$ cat src/pkg/cmpsc_pkg.sv
package cmpsc_pkg;

  // Clock rate used to turn times into cycle counts
  localparam int CLK_MHZ = 125;

  // Soft start: step interval, total duration, number of steps
  localparam int SS_STEP_US  = 600;
  localparam int SS_STEP_CYC = SS_STEP_US * CLK_MHZ;
  localparam int SS_DUR_MS   = 20;
  localparam int SS_DUR_CYC  = SS_DUR_MS * CLK_MHZ * 1000;
  localparam int SS_STEPS    = 32;

  // Oscillator nominal frequency, jitter deviation and modulation period
  localparam int OSC_HZ         = 65000;
  localparam int OSC_PERIOD_CYC = CLK_MHZ * 1000000 / OSC_HZ;
  localparam int JIT_HZ         = 2600;
  localparam int JIT_DEV_CYC    = OSC_PERIOD_CYC - CLK_MHZ * 1000000 / (OSC_HZ + JIT_HZ);
  localparam int JIT_MS         = 4;
  localparam int JIT_PERIOD_CYC = JIT_MS * CLK_MHZ * 1000;

  // Maximum duty 0.75 as on-time = period/2 + period/4
  localparam int MAXIMUM_DUTY_LIMIT_SH_A = 1;
  localparam int MAXIMUM_DUTY_LIMIT_SH_B = 2;

  // Leading edge blanking, rounded up
  localparam int LEB_NS  = 220;
  localparam int LEB_CYC = (LEB_NS * CLK_MHZ + 999) / 1000;

  // Mode-entry blanking and spike blanking
  localparam int BLANK_MS      = 20;
  localparam int BLANK_CYC     = BLANK_MS * CLK_MHZ * 1000;
  localparam int SPIKE_US      = 30;
  localparam int SPIKE_CYC     = SPIKE_US * CLK_MHZ;

  // Comparator input indices
  localparam int CMP_N        = 8;
  localparam int CMP_VCC_OK   = 0;
  localparam int CMP_PWM      = 1;
  localparam int CMP_SS       = 2;
  localparam int CMP_PEAK     = 3;
  localparam int CMP_BURST    = 4;
  localparam int CMP_FB_LOW   = 5;
  localparam int CMP_FB_HIGH  = 6;
  localparam int CMP_BLANK_HI = 7;

  // Register byte offsets
  localparam logic [3:0] REG_CTRL   = 4'h0;
  localparam logic [3:0] REG_STATUS = 4'h4;
  localparam logic [3:0] REG_COUNT  = 4'h8;

  // Control fields and reset values
  localparam int CTRL_EXT_BLANK    = 0;
  localparam int CTRL_JITTER_EN    = 1;
  localparam logic CTRL_EXT_BLANK_RST = 1'b0;
  localparam logic CTRL_JITTER_RST    = 1'b1;

  // Status field positions
  localparam int STAT_STATE_LSB = 0;
  localparam int STAT_STEP_LSB  = 4;
  localparam int STAT_GATE      = 9;
  localparam int STAT_CLAMP_REL = 10;

  typedef enum logic [2:0] {
    ST_OFF,
    ST_SOFT,
    ST_NORMAL,
    ST_BURST,
    ST_RESTART
  } cmpsc_state_e;

endpackage : cmpsc_pkg

$ cat src/core/cmpsc_ctrl.sv
// Summary of operation
// - Supply rising above turn-on threshold starts soft start.
// - Soft-start duty reference rises in 32 steps, one per counter advance.
// - Soft-start counter advances every 600 us, widening duty gradually.
// - Soft start ends 20 ms after switch-on; soft-start limit then removed.
// - Duty grows from zero to maximum; soft start reruns at every restart.
// - Switching clock 65 kHz, jittered by 2.6 kHz over a 4 ms period.
// - Gate on-time never exceeds 0.75 of the switching period.
// - No jitter during soft start; jitter only in normal and burst operation.
// - Oscillator pulse sets the latch; PWM, soft-start or limit comparator resets it.
// - Latch in reset drives the gate off at once.
// - Supply below undervoltage threshold forces the gate low.
// - Sensed current above the limit resets the latch in that cycle.
// - Current sense ignored for 220 ns after each gate turn-on.
// - Burst mode switches to the reduced current-limit comparator.
// - 20 ms blanking precedes entry into burst or auto-restart.
// - Extendable blanking releases pin clamp, waits for pin comparator.
// - A further 30 us spike blanking precedes auto-restart.
// - Burst uses basic blanking only; auto-restart uses basic or extended.
// - High-voltage startup path stays disabled in burst mode.
// - Supply below turn-off threshold clears the soft-start counter.
// - Burst entered only if feedback still low after 20 ms count.
// - Feedback above overload level starts the overload blanking count.
module cmpsc_ctrl #(
  parameter int P_SS_STEP_CYC    = cmpsc_pkg::SS_STEP_CYC,
  parameter int P_SS_DUR_CYC     = cmpsc_pkg::SS_DUR_CYC,
  parameter int P_BLANK_CYC      = cmpsc_pkg::BLANK_CYC,
  parameter int P_JIT_PERIOD_CYC = cmpsc_pkg::JIT_PERIOD_CYC
) (
  input  wire logic        i_ref_clk,        // 125 MHz clock
  input  wire logic        i_rst_n,          // Async reset, active low
  input  wire logic        i_vcc_ok,         // Supply above turn-on, stays until below turn-off
  input  wire logic        i_pwm_cmp,        // Amplified sense above feedback
  input  wire logic        i_ss_cmp,         // Soft-start comparator trip
  input  wire logic        i_peak_cmp,       // Sense above current limit threshold
  input  wire logic        i_burst_cmp,      // Sense above reduced burst limit
  input  wire logic        i_fb_low,         // Feedback below burst entry level
  input  wire logic        i_fb_high,        // Feedback above overload level
  input  wire logic        i_blank_pin_high, // Blanking pin reached upper level
  input  wire logic [3:0]  i_avs_address,    // Byte address
  input  wire logic        i_avs_read,       // Read request
  input  wire logic        i_avs_write,      // Write request
  input  wire logic [31:0] i_avs_writedata,  // Write data
  input  wire logic [3:0]  i_avs_byteenable, // Byte enables
  output logic      [31:0] o_avs_readdata,   // Read data
  output logic             o_avs_waitrequest,// Wait request
  output logic             o_gate,           // Gate drive
  output logic [4:0]       o_softstart_ref,  // Soft-start duty reference step
  output logic             o_softstart,      // Soft start in progress
  output logic             o_burst,          // Burst mode active
  output logic             o_auto_restart,   // Auto-restart latched off
  output logic             o_clamp_release,  // Blanking pin clamp switch open
  output logic             o_hv_startup_en   // High-voltage startup path enabled
);

  localparam int JIT_STEP_CYC = P_JIT_PERIOD_CYC / (4 * cmpsc_pkg::JIT_DEV_CYC);

  // Three-stage synchronisers with agreement filter
  logic [cmpsc_pkg::CMP_N-1:0] cmp_raw;
  logic [cmpsc_pkg::CMP_N-1:0] cmp_s;
  assign cmp_raw = {i_blank_pin_high, i_fb_high, i_fb_low, i_burst_cmp,
                    i_peak_cmp, i_ss_cmp, i_pwm_cmp, i_vcc_ok};

  genvar g;
  generate
    for (g = 0; g < cmpsc_pkg::CMP_N; g++) begin : g_sync
      logic [2:0] sh_q;
      logic       filt_q;
      // New level accepted only once stages two and three agree
      always_ff @(posedge i_ref_clk or negedge i_rst_n) begin
        if (!i_rst_n) begin
          sh_q   <= 3'h0;
          filt_q <= 1'b0;
        end else begin
          sh_q   <= {sh_q[1:0], cmp_raw[g]};
          filt_q <= (sh_q[1] == sh_q[2]) ? sh_q[2] : filt_q;
        end
      end
      assign cmp_s[g] = filt_q;
    end
  endgenerate

  wire vcc_ok  = cmp_s[cmpsc_pkg::CMP_VCC_OK];
  wire fb_low  = cmp_s[cmpsc_pkg::CMP_FB_LOW];
  wire fb_high = cmp_s[cmpsc_pkg::CMP_FB_HIGH];
  wire pin_hi  = cmp_s[cmpsc_pkg::CMP_BLANK_HI];

  // State and counters
  cmpsc_pkg::cmpsc_state_e state_q, state_d;
  logic [21:0] long_q, long_d;
  logic [16:0] step_tmr_q, step_tmr_d;
  logic [4:0]  step_q, step_d;
  logic        clamp_q, clamp_d;
  logic [11:0] spike_q, spike_d;
  logic [11:0] osc_q;
  logic [10:0] on_q;
  logic [4:0]  leb_q;
  logic        latch_q, latch_d;
  logic signed [7:0] jit_q;
  logic        jit_up_q;
  logic [10:0] jit_tmr_q;
  logic        ext_blank_q;
  logic        jit_en_q;

  wire running = (state_q == cmpsc_pkg::ST_SOFT) || (state_q == cmpsc_pkg::ST_NORMAL) ||
                 (state_q == cmpsc_pkg::ST_BURST);
  wire in_soft = (state_q == cmpsc_pkg::ST_SOFT);
  wire in_burst = (state_q == cmpsc_pkg::ST_BURST);

  // Jittered period; frozen at nominal outside normal and burst operation
  wire        jit_active = ((state_q == cmpsc_pkg::ST_NORMAL) || in_burst) && jit_en_q;
  wire [11:0] period     = 12'(cmpsc_pkg::OSC_PERIOD_CYC) + {{4{jit_q[7]}}, jit_q};
  wire        osc_tick   = running && (osc_q >= period - 12'h001);
  wire        jit_tick   = (jit_tmr_q == 11'(JIT_STEP_CYC - 1));
  wire signed [7:0] jit_lim = 8'(cmpsc_pkg::JIT_DEV_CYC);

  // Duty limits: 0.75 of period, scaled by the soft-start step while ramping
  wire [10:0] max_on  = 11'((period >> cmpsc_pkg::MAXIMUM_DUTY_LIMIT_SH_A) + (period >> cmpsc_pkg::MAXIMUM_DUTY_LIMIT_SH_B));
  wire [15:0] ss_prod = max_on * step_q;
  wire [10:0] ss_on   = 11'(ss_prod >> 5);
  wire [10:0] on_lim  = in_soft ? ss_on : max_on;
  wire        lim_hit = on_q >= on_lim;

  // Sense path blanked for the first cycles after turn-on
  wire leb_done = (leb_q == 5'(cmpsc_pkg::LEB_CYC));
  // Peak limit uses the raw comparator so shutdown does not wait for synchronisation
  wire peak_raw = in_burst ? i_burst_cmp : i_peak_cmp;
  wire cs_reset = leb_done && (peak_raw || cmp_s[cmpsc_pkg::CMP_PWM] ||
                               cmp_s[cmpsc_pkg::CMP_SS]);

  // Latch: set by oscillator pulse, reset by the PWM, soft-start or active limit comparator or the duty limit
  always_comb begin
    latch_d = latch_q;
    if (!running || !vcc_ok) begin
      latch_d = 1'b0;
    end else if (osc_tick && on_lim != 11'h000) begin
      latch_d = 1'b1;
    end else if (cs_reset || lim_hit) begin
      latch_d = 1'b0;
    end
  end

  // Oscillator, on-time and blanking counters
  always_ff @(posedge i_ref_clk or negedge i_rst_n) begin
    if (!i_rst_n) begin
      osc_q   <= 12'h000;
      on_q    <= 11'h000;
      leb_q   <= 5'h00;
      latch_q <= 1'b0;
    end else begin
      osc_q   <= (osc_tick || !running) ? 12'h000 : osc_q + 12'h001;
      on_q    <= (osc_tick || !latch_q) ? 11'h000 : on_q + 11'h001;
      leb_q   <= (osc_tick || !latch_q) ? 5'h00 : (leb_done ? leb_q : leb_q + 5'h01);
      latch_q <= latch_d;
    end
  end

  // Triangular sweep of the period offset
  always_ff @(posedge i_ref_clk or negedge i_rst_n) begin
    if (!i_rst_n) begin
      jit_q     <= 8'sh00;
      jit_up_q  <= 1'b1;
      jit_tmr_q <= 11'h000;
    end else if (!jit_active) begin
      jit_q     <= 8'sh00;
      jit_up_q  <= 1'b1;
      jit_tmr_q <= 11'h000;
    end else begin
      jit_tmr_q <= jit_tick ? 11'h000 : jit_tmr_q + 11'h001;
      if (jit_tick) begin
        jit_q    <= jit_up_q ? jit_q + 8'sh01 : jit_q - 8'sh01;
        jit_up_q <= jit_up_q ? (jit_q + 8'sh01 < jit_lim) : (jit_q - 8'sh01 <= -jit_lim);
      end
    end
  end

  // Mode sequencing: soft start, normal, burst, blanking and restart
  always_comb begin
    state_d    = state_q;
    long_d     = long_q + 22'h000001;
    step_tmr_d = step_tmr_q;
    step_d     = step_q;
    clamp_d    = clamp_q;
    spike_d    = 12'h000;
    if (!vcc_ok) begin
      state_d    = cmpsc_pkg::ST_OFF;
      long_d     = 22'h000000;
      step_tmr_d = 17'h00000;
      step_d     = 5'h00;
      clamp_d    = 1'b0;
    end else begin
      unique case (state_q)
        cmpsc_pkg::ST_OFF: begin
          long_d = 22'h000000;
          state_d = cmpsc_pkg::ST_SOFT;
        end
        cmpsc_pkg::ST_SOFT: begin
          step_tmr_d = (step_tmr_q == 17'(P_SS_STEP_CYC - 1)) ? 17'h00000 : step_tmr_q + 17'h00001;
          if (step_tmr_q == 17'(P_SS_STEP_CYC - 1) && step_q != 5'(cmpsc_pkg::SS_STEPS - 1)) begin
            step_d = step_q + 5'h01;
          end
          if (long_q == 22'(P_SS_DUR_CYC - 1)) begin
            state_d = cmpsc_pkg::ST_NORMAL;
            long_d  = 22'h000000;
          end
        end
        cmpsc_pkg::ST_NORMAL: begin
          if (fb_low) begin
            clamp_d = 1'b0;
            if (long_q == 22'(P_BLANK_CYC - 1)) begin
              state_d = cmpsc_pkg::ST_BURST;
              long_d  = 22'h000000;
            end
          end else if (fb_high) begin
            if (long_q == 22'(P_BLANK_CYC - 1)) begin
              clamp_d = 1'b1;
              long_d  = long_q;
            end
            if (clamp_q && (pin_hi || !ext_blank_q)) begin
              spike_d = spike_q + 12'h001;
              if (spike_q == 12'(cmpsc_pkg::SPIKE_CYC - 1)) begin
                state_d = cmpsc_pkg::ST_RESTART;
              end
            end
          end else begin
            long_d  = 22'h000000;
            clamp_d = 1'b0;
          end
        end
        cmpsc_pkg::ST_BURST: begin
          long_d = 22'h000000;
          if (fb_high) begin
            state_d = cmpsc_pkg::ST_NORMAL;
          end
        end
        cmpsc_pkg::ST_RESTART: begin
          // Held off until the supply collapses; the next turn-on reruns soft start
          long_d  = 22'h000000;
          clamp_d = 1'b0;
        end
      endcase
    end
  end

  always_ff @(posedge i_ref_clk or negedge i_rst_n) begin
    if (!i_rst_n) begin
      state_q    <= cmpsc_pkg::ST_OFF;
      long_q     <= 22'h000000;
      step_tmr_q <= 17'h00000;
      step_q     <= 5'h00;
      clamp_q    <= 1'b0;
      spike_q    <= 12'h000;
    end else begin
      state_q    <= state_d;
      long_q     <= long_d;
      step_tmr_q <= step_tmr_d;
      step_q     <= step_d;
      clamp_q    <= clamp_d;
      spike_q    <= spike_d;
    end
  end

  // Status outputs registered from the next state
  always_ff @(posedge i_ref_clk or negedge i_rst_n) begin
    if (!i_rst_n) begin
      o_softstart     <= 1'b0;
      o_burst         <= 1'b0;
      o_auto_restart  <= 1'b0;
      o_hv_startup_en <= 1'b1;
    end else begin
      o_softstart     <= (state_d == cmpsc_pkg::ST_SOFT);
      o_burst         <= (state_d == cmpsc_pkg::ST_BURST);
      o_auto_restart  <= (state_d == cmpsc_pkg::ST_RESTART);
      o_hv_startup_en <= (state_d == cmpsc_pkg::ST_OFF) || (state_d == cmpsc_pkg::ST_RESTART);
    end
  end

  assign o_gate          = latch_q;
  assign o_softstart_ref = step_q;
  assign o_clamp_release = clamp_q;

  // Register bus: one wait cycle, then the answer in the cycle waitrequest is low
  wire bus_req   = (i_avs_read || i_avs_write) && o_avs_waitrequest;
  wire bus_take  = (i_avs_read || i_avs_write) && !o_avs_waitrequest;
  wire sel_ctrl  = (i_avs_address == cmpsc_pkg::REG_CTRL);
  wire sel_stat  = (i_avs_address == cmpsc_pkg::REG_STATUS);
  wire sel_count = (i_avs_address == cmpsc_pkg::REG_COUNT);
  wire ctrl_we   = bus_take && i_avs_write && sel_ctrl && i_avs_byteenable[0];

  logic [31:0] rd_mux;
  always_comb begin
    rd_mux = 32'h00000000;
    if (sel_ctrl) begin
      rd_mux[cmpsc_pkg::CTRL_EXT_BLANK] = ext_blank_q;
      rd_mux[cmpsc_pkg::CTRL_JITTER_EN] = jit_en_q;
    end else if (sel_stat) begin
      rd_mux[cmpsc_pkg::STAT_STATE_LSB +: 3] = state_q;
      rd_mux[cmpsc_pkg::STAT_STEP_LSB +: 5]  = step_q;
      rd_mux[cmpsc_pkg::STAT_GATE]           = latch_q;
      rd_mux[cmpsc_pkg::STAT_CLAMP_REL]      = clamp_q;
    end else if (sel_count) begin
      rd_mux[21:0] = long_q;
    end
  end

  always_ff @(posedge i_ref_clk or negedge i_rst_n) begin
    if (!i_rst_n) begin
      o_avs_waitrequest <= 1'b1;
      o_avs_readdata    <= 32'h00000000;
      ext_blank_q       <= cmpsc_pkg::CTRL_EXT_BLANK_RST;
      jit_en_q          <= cmpsc_pkg::CTRL_JITTER_RST;
    end else begin
      o_avs_waitrequest <= !bus_req;
      if (bus_req && i_avs_read) begin
        o_avs_readdata <= rd_mux;
      end
      if (ctrl_we) begin
        ext_blank_q <= i_avs_writedata[cmpsc_pkg::CTRL_EXT_BLANK];
        jit_en_q    <= i_avs_writedata[cmpsc_pkg::CTRL_JITTER_EN];
      end
    end
  end

endmodule : cmpsc_ctrl

$ cat config.mk
export PLATFORM = sky130hd
export DESIGN_NAME = cmpsc_ctrl
export DESIGN_NICKNAME = d
export VERILOG_FILES = /design/src/pkg/cmpsc_pkg.sv /design/src/core/cmpsc_ctrl.sv
export SDC_FILE = /design/constraint.sdc
export NUM_CORES = 1
export LEC_CHECK = 0
export BUFFER_PORTS_ARGS = -buffer_cell sky130_fd_sc_hd__buf_4
export CAP_MARGIN = 20
export CORE_MARGIN = 2
export CORE_UTILIZATION = 45
export CTS_BUF_LIST = sky130_fd_sc_hd__clkbuf_16
export DETAILED_ROUTE_END_ITERATION = 10
export PLACE_DENSITY = 0.69
export SLEW_MARGIN = 20
export SYNTH_ARGS = -nofsm -noshare
export SYNTH_HDL_FRONTEND = slang
export SYNTH_SLANG_ARGS = --single-unit
$ cat constraint.sdc
create_clock -name i_ref_clk -period 9.3 [get_ports i_ref_clk]
set_clock_uncertainty 0.2 [all_clocks]
set_input_delay 1.86 -clock i_ref_clk [delete_from_list [all_inputs] [get_ports i_ref_clk]]
set_output_delay 1.86 -clock i_ref_clk [all_outputs]
set_load 0.05 [all_outputs]
==> impl_metrics.yaml <==
synthesis:
  synth-compound-area-share_pct: 12.4
  yosysTopAreaCellShare_pct: 36.4
  synth_mux_area_share_pct: 1.05
  syn_inst: 1161
  synth_area_leaders: "dfrtp_1, ha_1, fa_1"
  synth.most_common_cell: "dfrtp_1"
  ys_ff_latch: 162
  synthFlopType: "dfrtp_1"
  synthArstFlopShare_pct: 100
  synthAdderAreaFrac_pct: 14.6
  ys_types: 87
  synthTopCellsByCount: "dfrtp_1, nor2_1, nand2_1"
  synth-edff-count: 0
  synth-simple-area-share_pct: 20.7
  yosys_warnings: 0
  synth_area_leader_cell: "dfrtp_1"
  synth_top_family_by_area: "simple AND/OR/NAND/NOR gates"
  synth_xor_area_share_pct: 8.72
  yosysSeqAreaShare_pct: 37.4
  syn_area_per_cell_um2: 9.35
  syn-cell-area_um2: 10900
layout:
  area_delta_synth_final_pct: 11.2
  n_antenna_cell: 0
  nNetsFinal: 1357
  n_fill_cell: 2136
  drive_gt1_share_pct: 11.2
timing:
  relSlewSlack_pct: 36.1
  period_minus_slack_ns: 8.44
  fmax_mhz: 119
  rsz0062_at_grt: "no"
  maxSlewViolCount: 0
  hold_viol_final: 0
  whs_ns: 0.143
  finalSetupTns_ns: 0
  setup_viol: 0
  tightest_slew_ns: 0.959
  fin_crit_sh_pct: 90.7
route:
  firstDrtPassIters: 4
  drc: 0
  drtAntennaViolNets: 0
  routed_wl_um: 22300
  vias: 8169
  vias_per_cell: 5.33
  dr.first_iter.drc_count: 629
  wl_per_cell_um: 14.6
clock_tree:
  post_cts_buffers: 0
  clock_latency_ns: 0.44
  cts_root_buf: "clkbuf_16"
  clkTransAtPathRegs_ns: 0.07
  htreeDepth: 4
  numCtsBuffers: 17
  cts.sinks: 162
  tritoncts: "done"
  clk_path_buf_depth: 2
  postCtsResizedCells: 0
  cts_hold_buf: 0
grt:
  grt_use_met2_pct: 30.4
  use_met1_pct: 25.0
  first_global_vias: 7958
  grt-ovfl-total: 0
  grt_most_used_layer: "met2"
  grt_usage_pct: 18.4
  grt_max_degree: 103
  antenna_found_initial: 0
  grt_pass1_wl_um: 39100
  use_met3_pct: 3.75
worst_hold_path:
  hp-class: "flop to flop"
  hold-path-cell-count: 0
  hold_start: "g_sync[7].sh_q[0]"
  min_to: "g_sync[7].sh_q[1]"
pwr:
  ir_drop_uv: 122
  p_leak_nw: 5.50
  powerDensity_nw_per_um2: 138
worst_setup_path:
  rr_worst_depth: 31
  cpPeakStageDelay_ns: 0.61
  cp_slowest_cell: "or3_2"
  worst-path-max-fanout: 10
  critPathCaptureType: "flop"
  r2r_start: "jit_q[5]"
  crit_type: "flop to flop"
  cp.buffers_inverters: 3
  start_kind: "flop"
  crit_family: "adder cells"
  r2r-end: "o_gate"
  critPathRequiredTime_ns: 9.44
  r2r_slack_ns: 0.86
  arrival_ns: 8.58
  crit_top_cell: "a21oi_1"
floorplanning:
  die-width_um: 159
  pin_count: 96
  fp-row-count: 56
  die-area_um2: 25400
  die_h_um: 159
  fp.coreArea_um2: 23600
  initial_core_util_pct: 46.0
placed_design:
  dpl.hpwl_um: 15900
  portBuffers: 52
  gp_congestion: 0.817
run_status:
  status: "finished, final reports clean"
flow_run:
  cap_violations: 0
cells in the final DEF, fill, tap and decap left out, drive strengths merged, types with 31 or more instances in the layout:
cell     n
dfrtp  158
xor2    58
nand3   54
o21ai   69
a21oi   46
ha      79
and3    31
nor2   128
nand2  107
inv     77
xnor2   45
buf     62
registers in the layout, summed over array words and instances (netlist names), 11 cells and up:
signal and count:
g_sync.sh_q 18, jit_tmr_q 11, long_q 22, o_avs_readdata 22, on_q 11, osc_q 12, spike_q 12, step_tmr_q 17
stage by stage:
step / std cells / instance area, um^2 / setup WS [ns] / power [mW] / utilization, %
global route: 1532 / 12100 / 0.210 / 1.74 / 51.1
global placement: 1500 / 11500 / 1.02 / 0.953 / 48.6
CTS: 1532 / 12100 / 0.768 / 1.68 / 51.1
detailed placement: 1500 / 11500 / 0.816 / 0.958 / 48.6
finish: 1532 / 12100 / 0.864 / 1.66 / 51.1
floorplan: 1170 / 10900 / 1.60 / 0.899 / -
cell families after synthesis:
group	Yosys count
adder cells (fa/ha/maj)	112
buffers and inverters	120
multiplexers	11
other	1
AND/OR/NAND/NOR	455
flip-flops	162
XOR/XNOR	103
AO/OA/AOI/OAI	197
power by group:
group | total (mW) | switching, mW | internal (mW)
registers | 0.750 | 0.0274 | 0.722
logic | 0.195 | 0.124 | 0.0711
clock network | 0.717 | 0.312 | 0.404
cell type report:
type	instances	area [um^2]	area share, %
clock buffers	17	425	3.52
clock inverters	15	169	1.40
inverters	69	259	2.14
multi-input cells	888	6300	52.1
flip-flops and latches	162	4060	33.6
well taps	319	399	3.31
repair buffers	62	469	3.89
worst reg2reg max path: cells and delay by family, from the launching register on:
family          cells  cell delay, ns
compound gates     12            2.35
buf+inv             3            0.31
simple gates        8            1.89
fa+ha+maj           6            2.58
flops               1            0.52
xor+xnor            2            0.47
how the worst max path moves through the flow:
stage                   from     end  slack [ns]  cells past startpoint
floorplan           jit_q[4]  o_gate        1.60                     34
global placement    jit_q[1]  o_gate        1.02                     33
detailed placement  jit_q[1]  o_gate        0.82                     33
CTS                 jit_q[1]  o_gate        0.77                     33
global route        jit_q[1]  o_gate        0.21                     35
finish              jit_q[5]  o_gate        0.86                     31
layer usage:
layer	vias up	wire, um
met5	-	0
met4	0	240
met3	14	806
met2	124	10800
met1	3991	10500
li1	4040	-
Note: power is estimated with default switching activity, not from simulation.
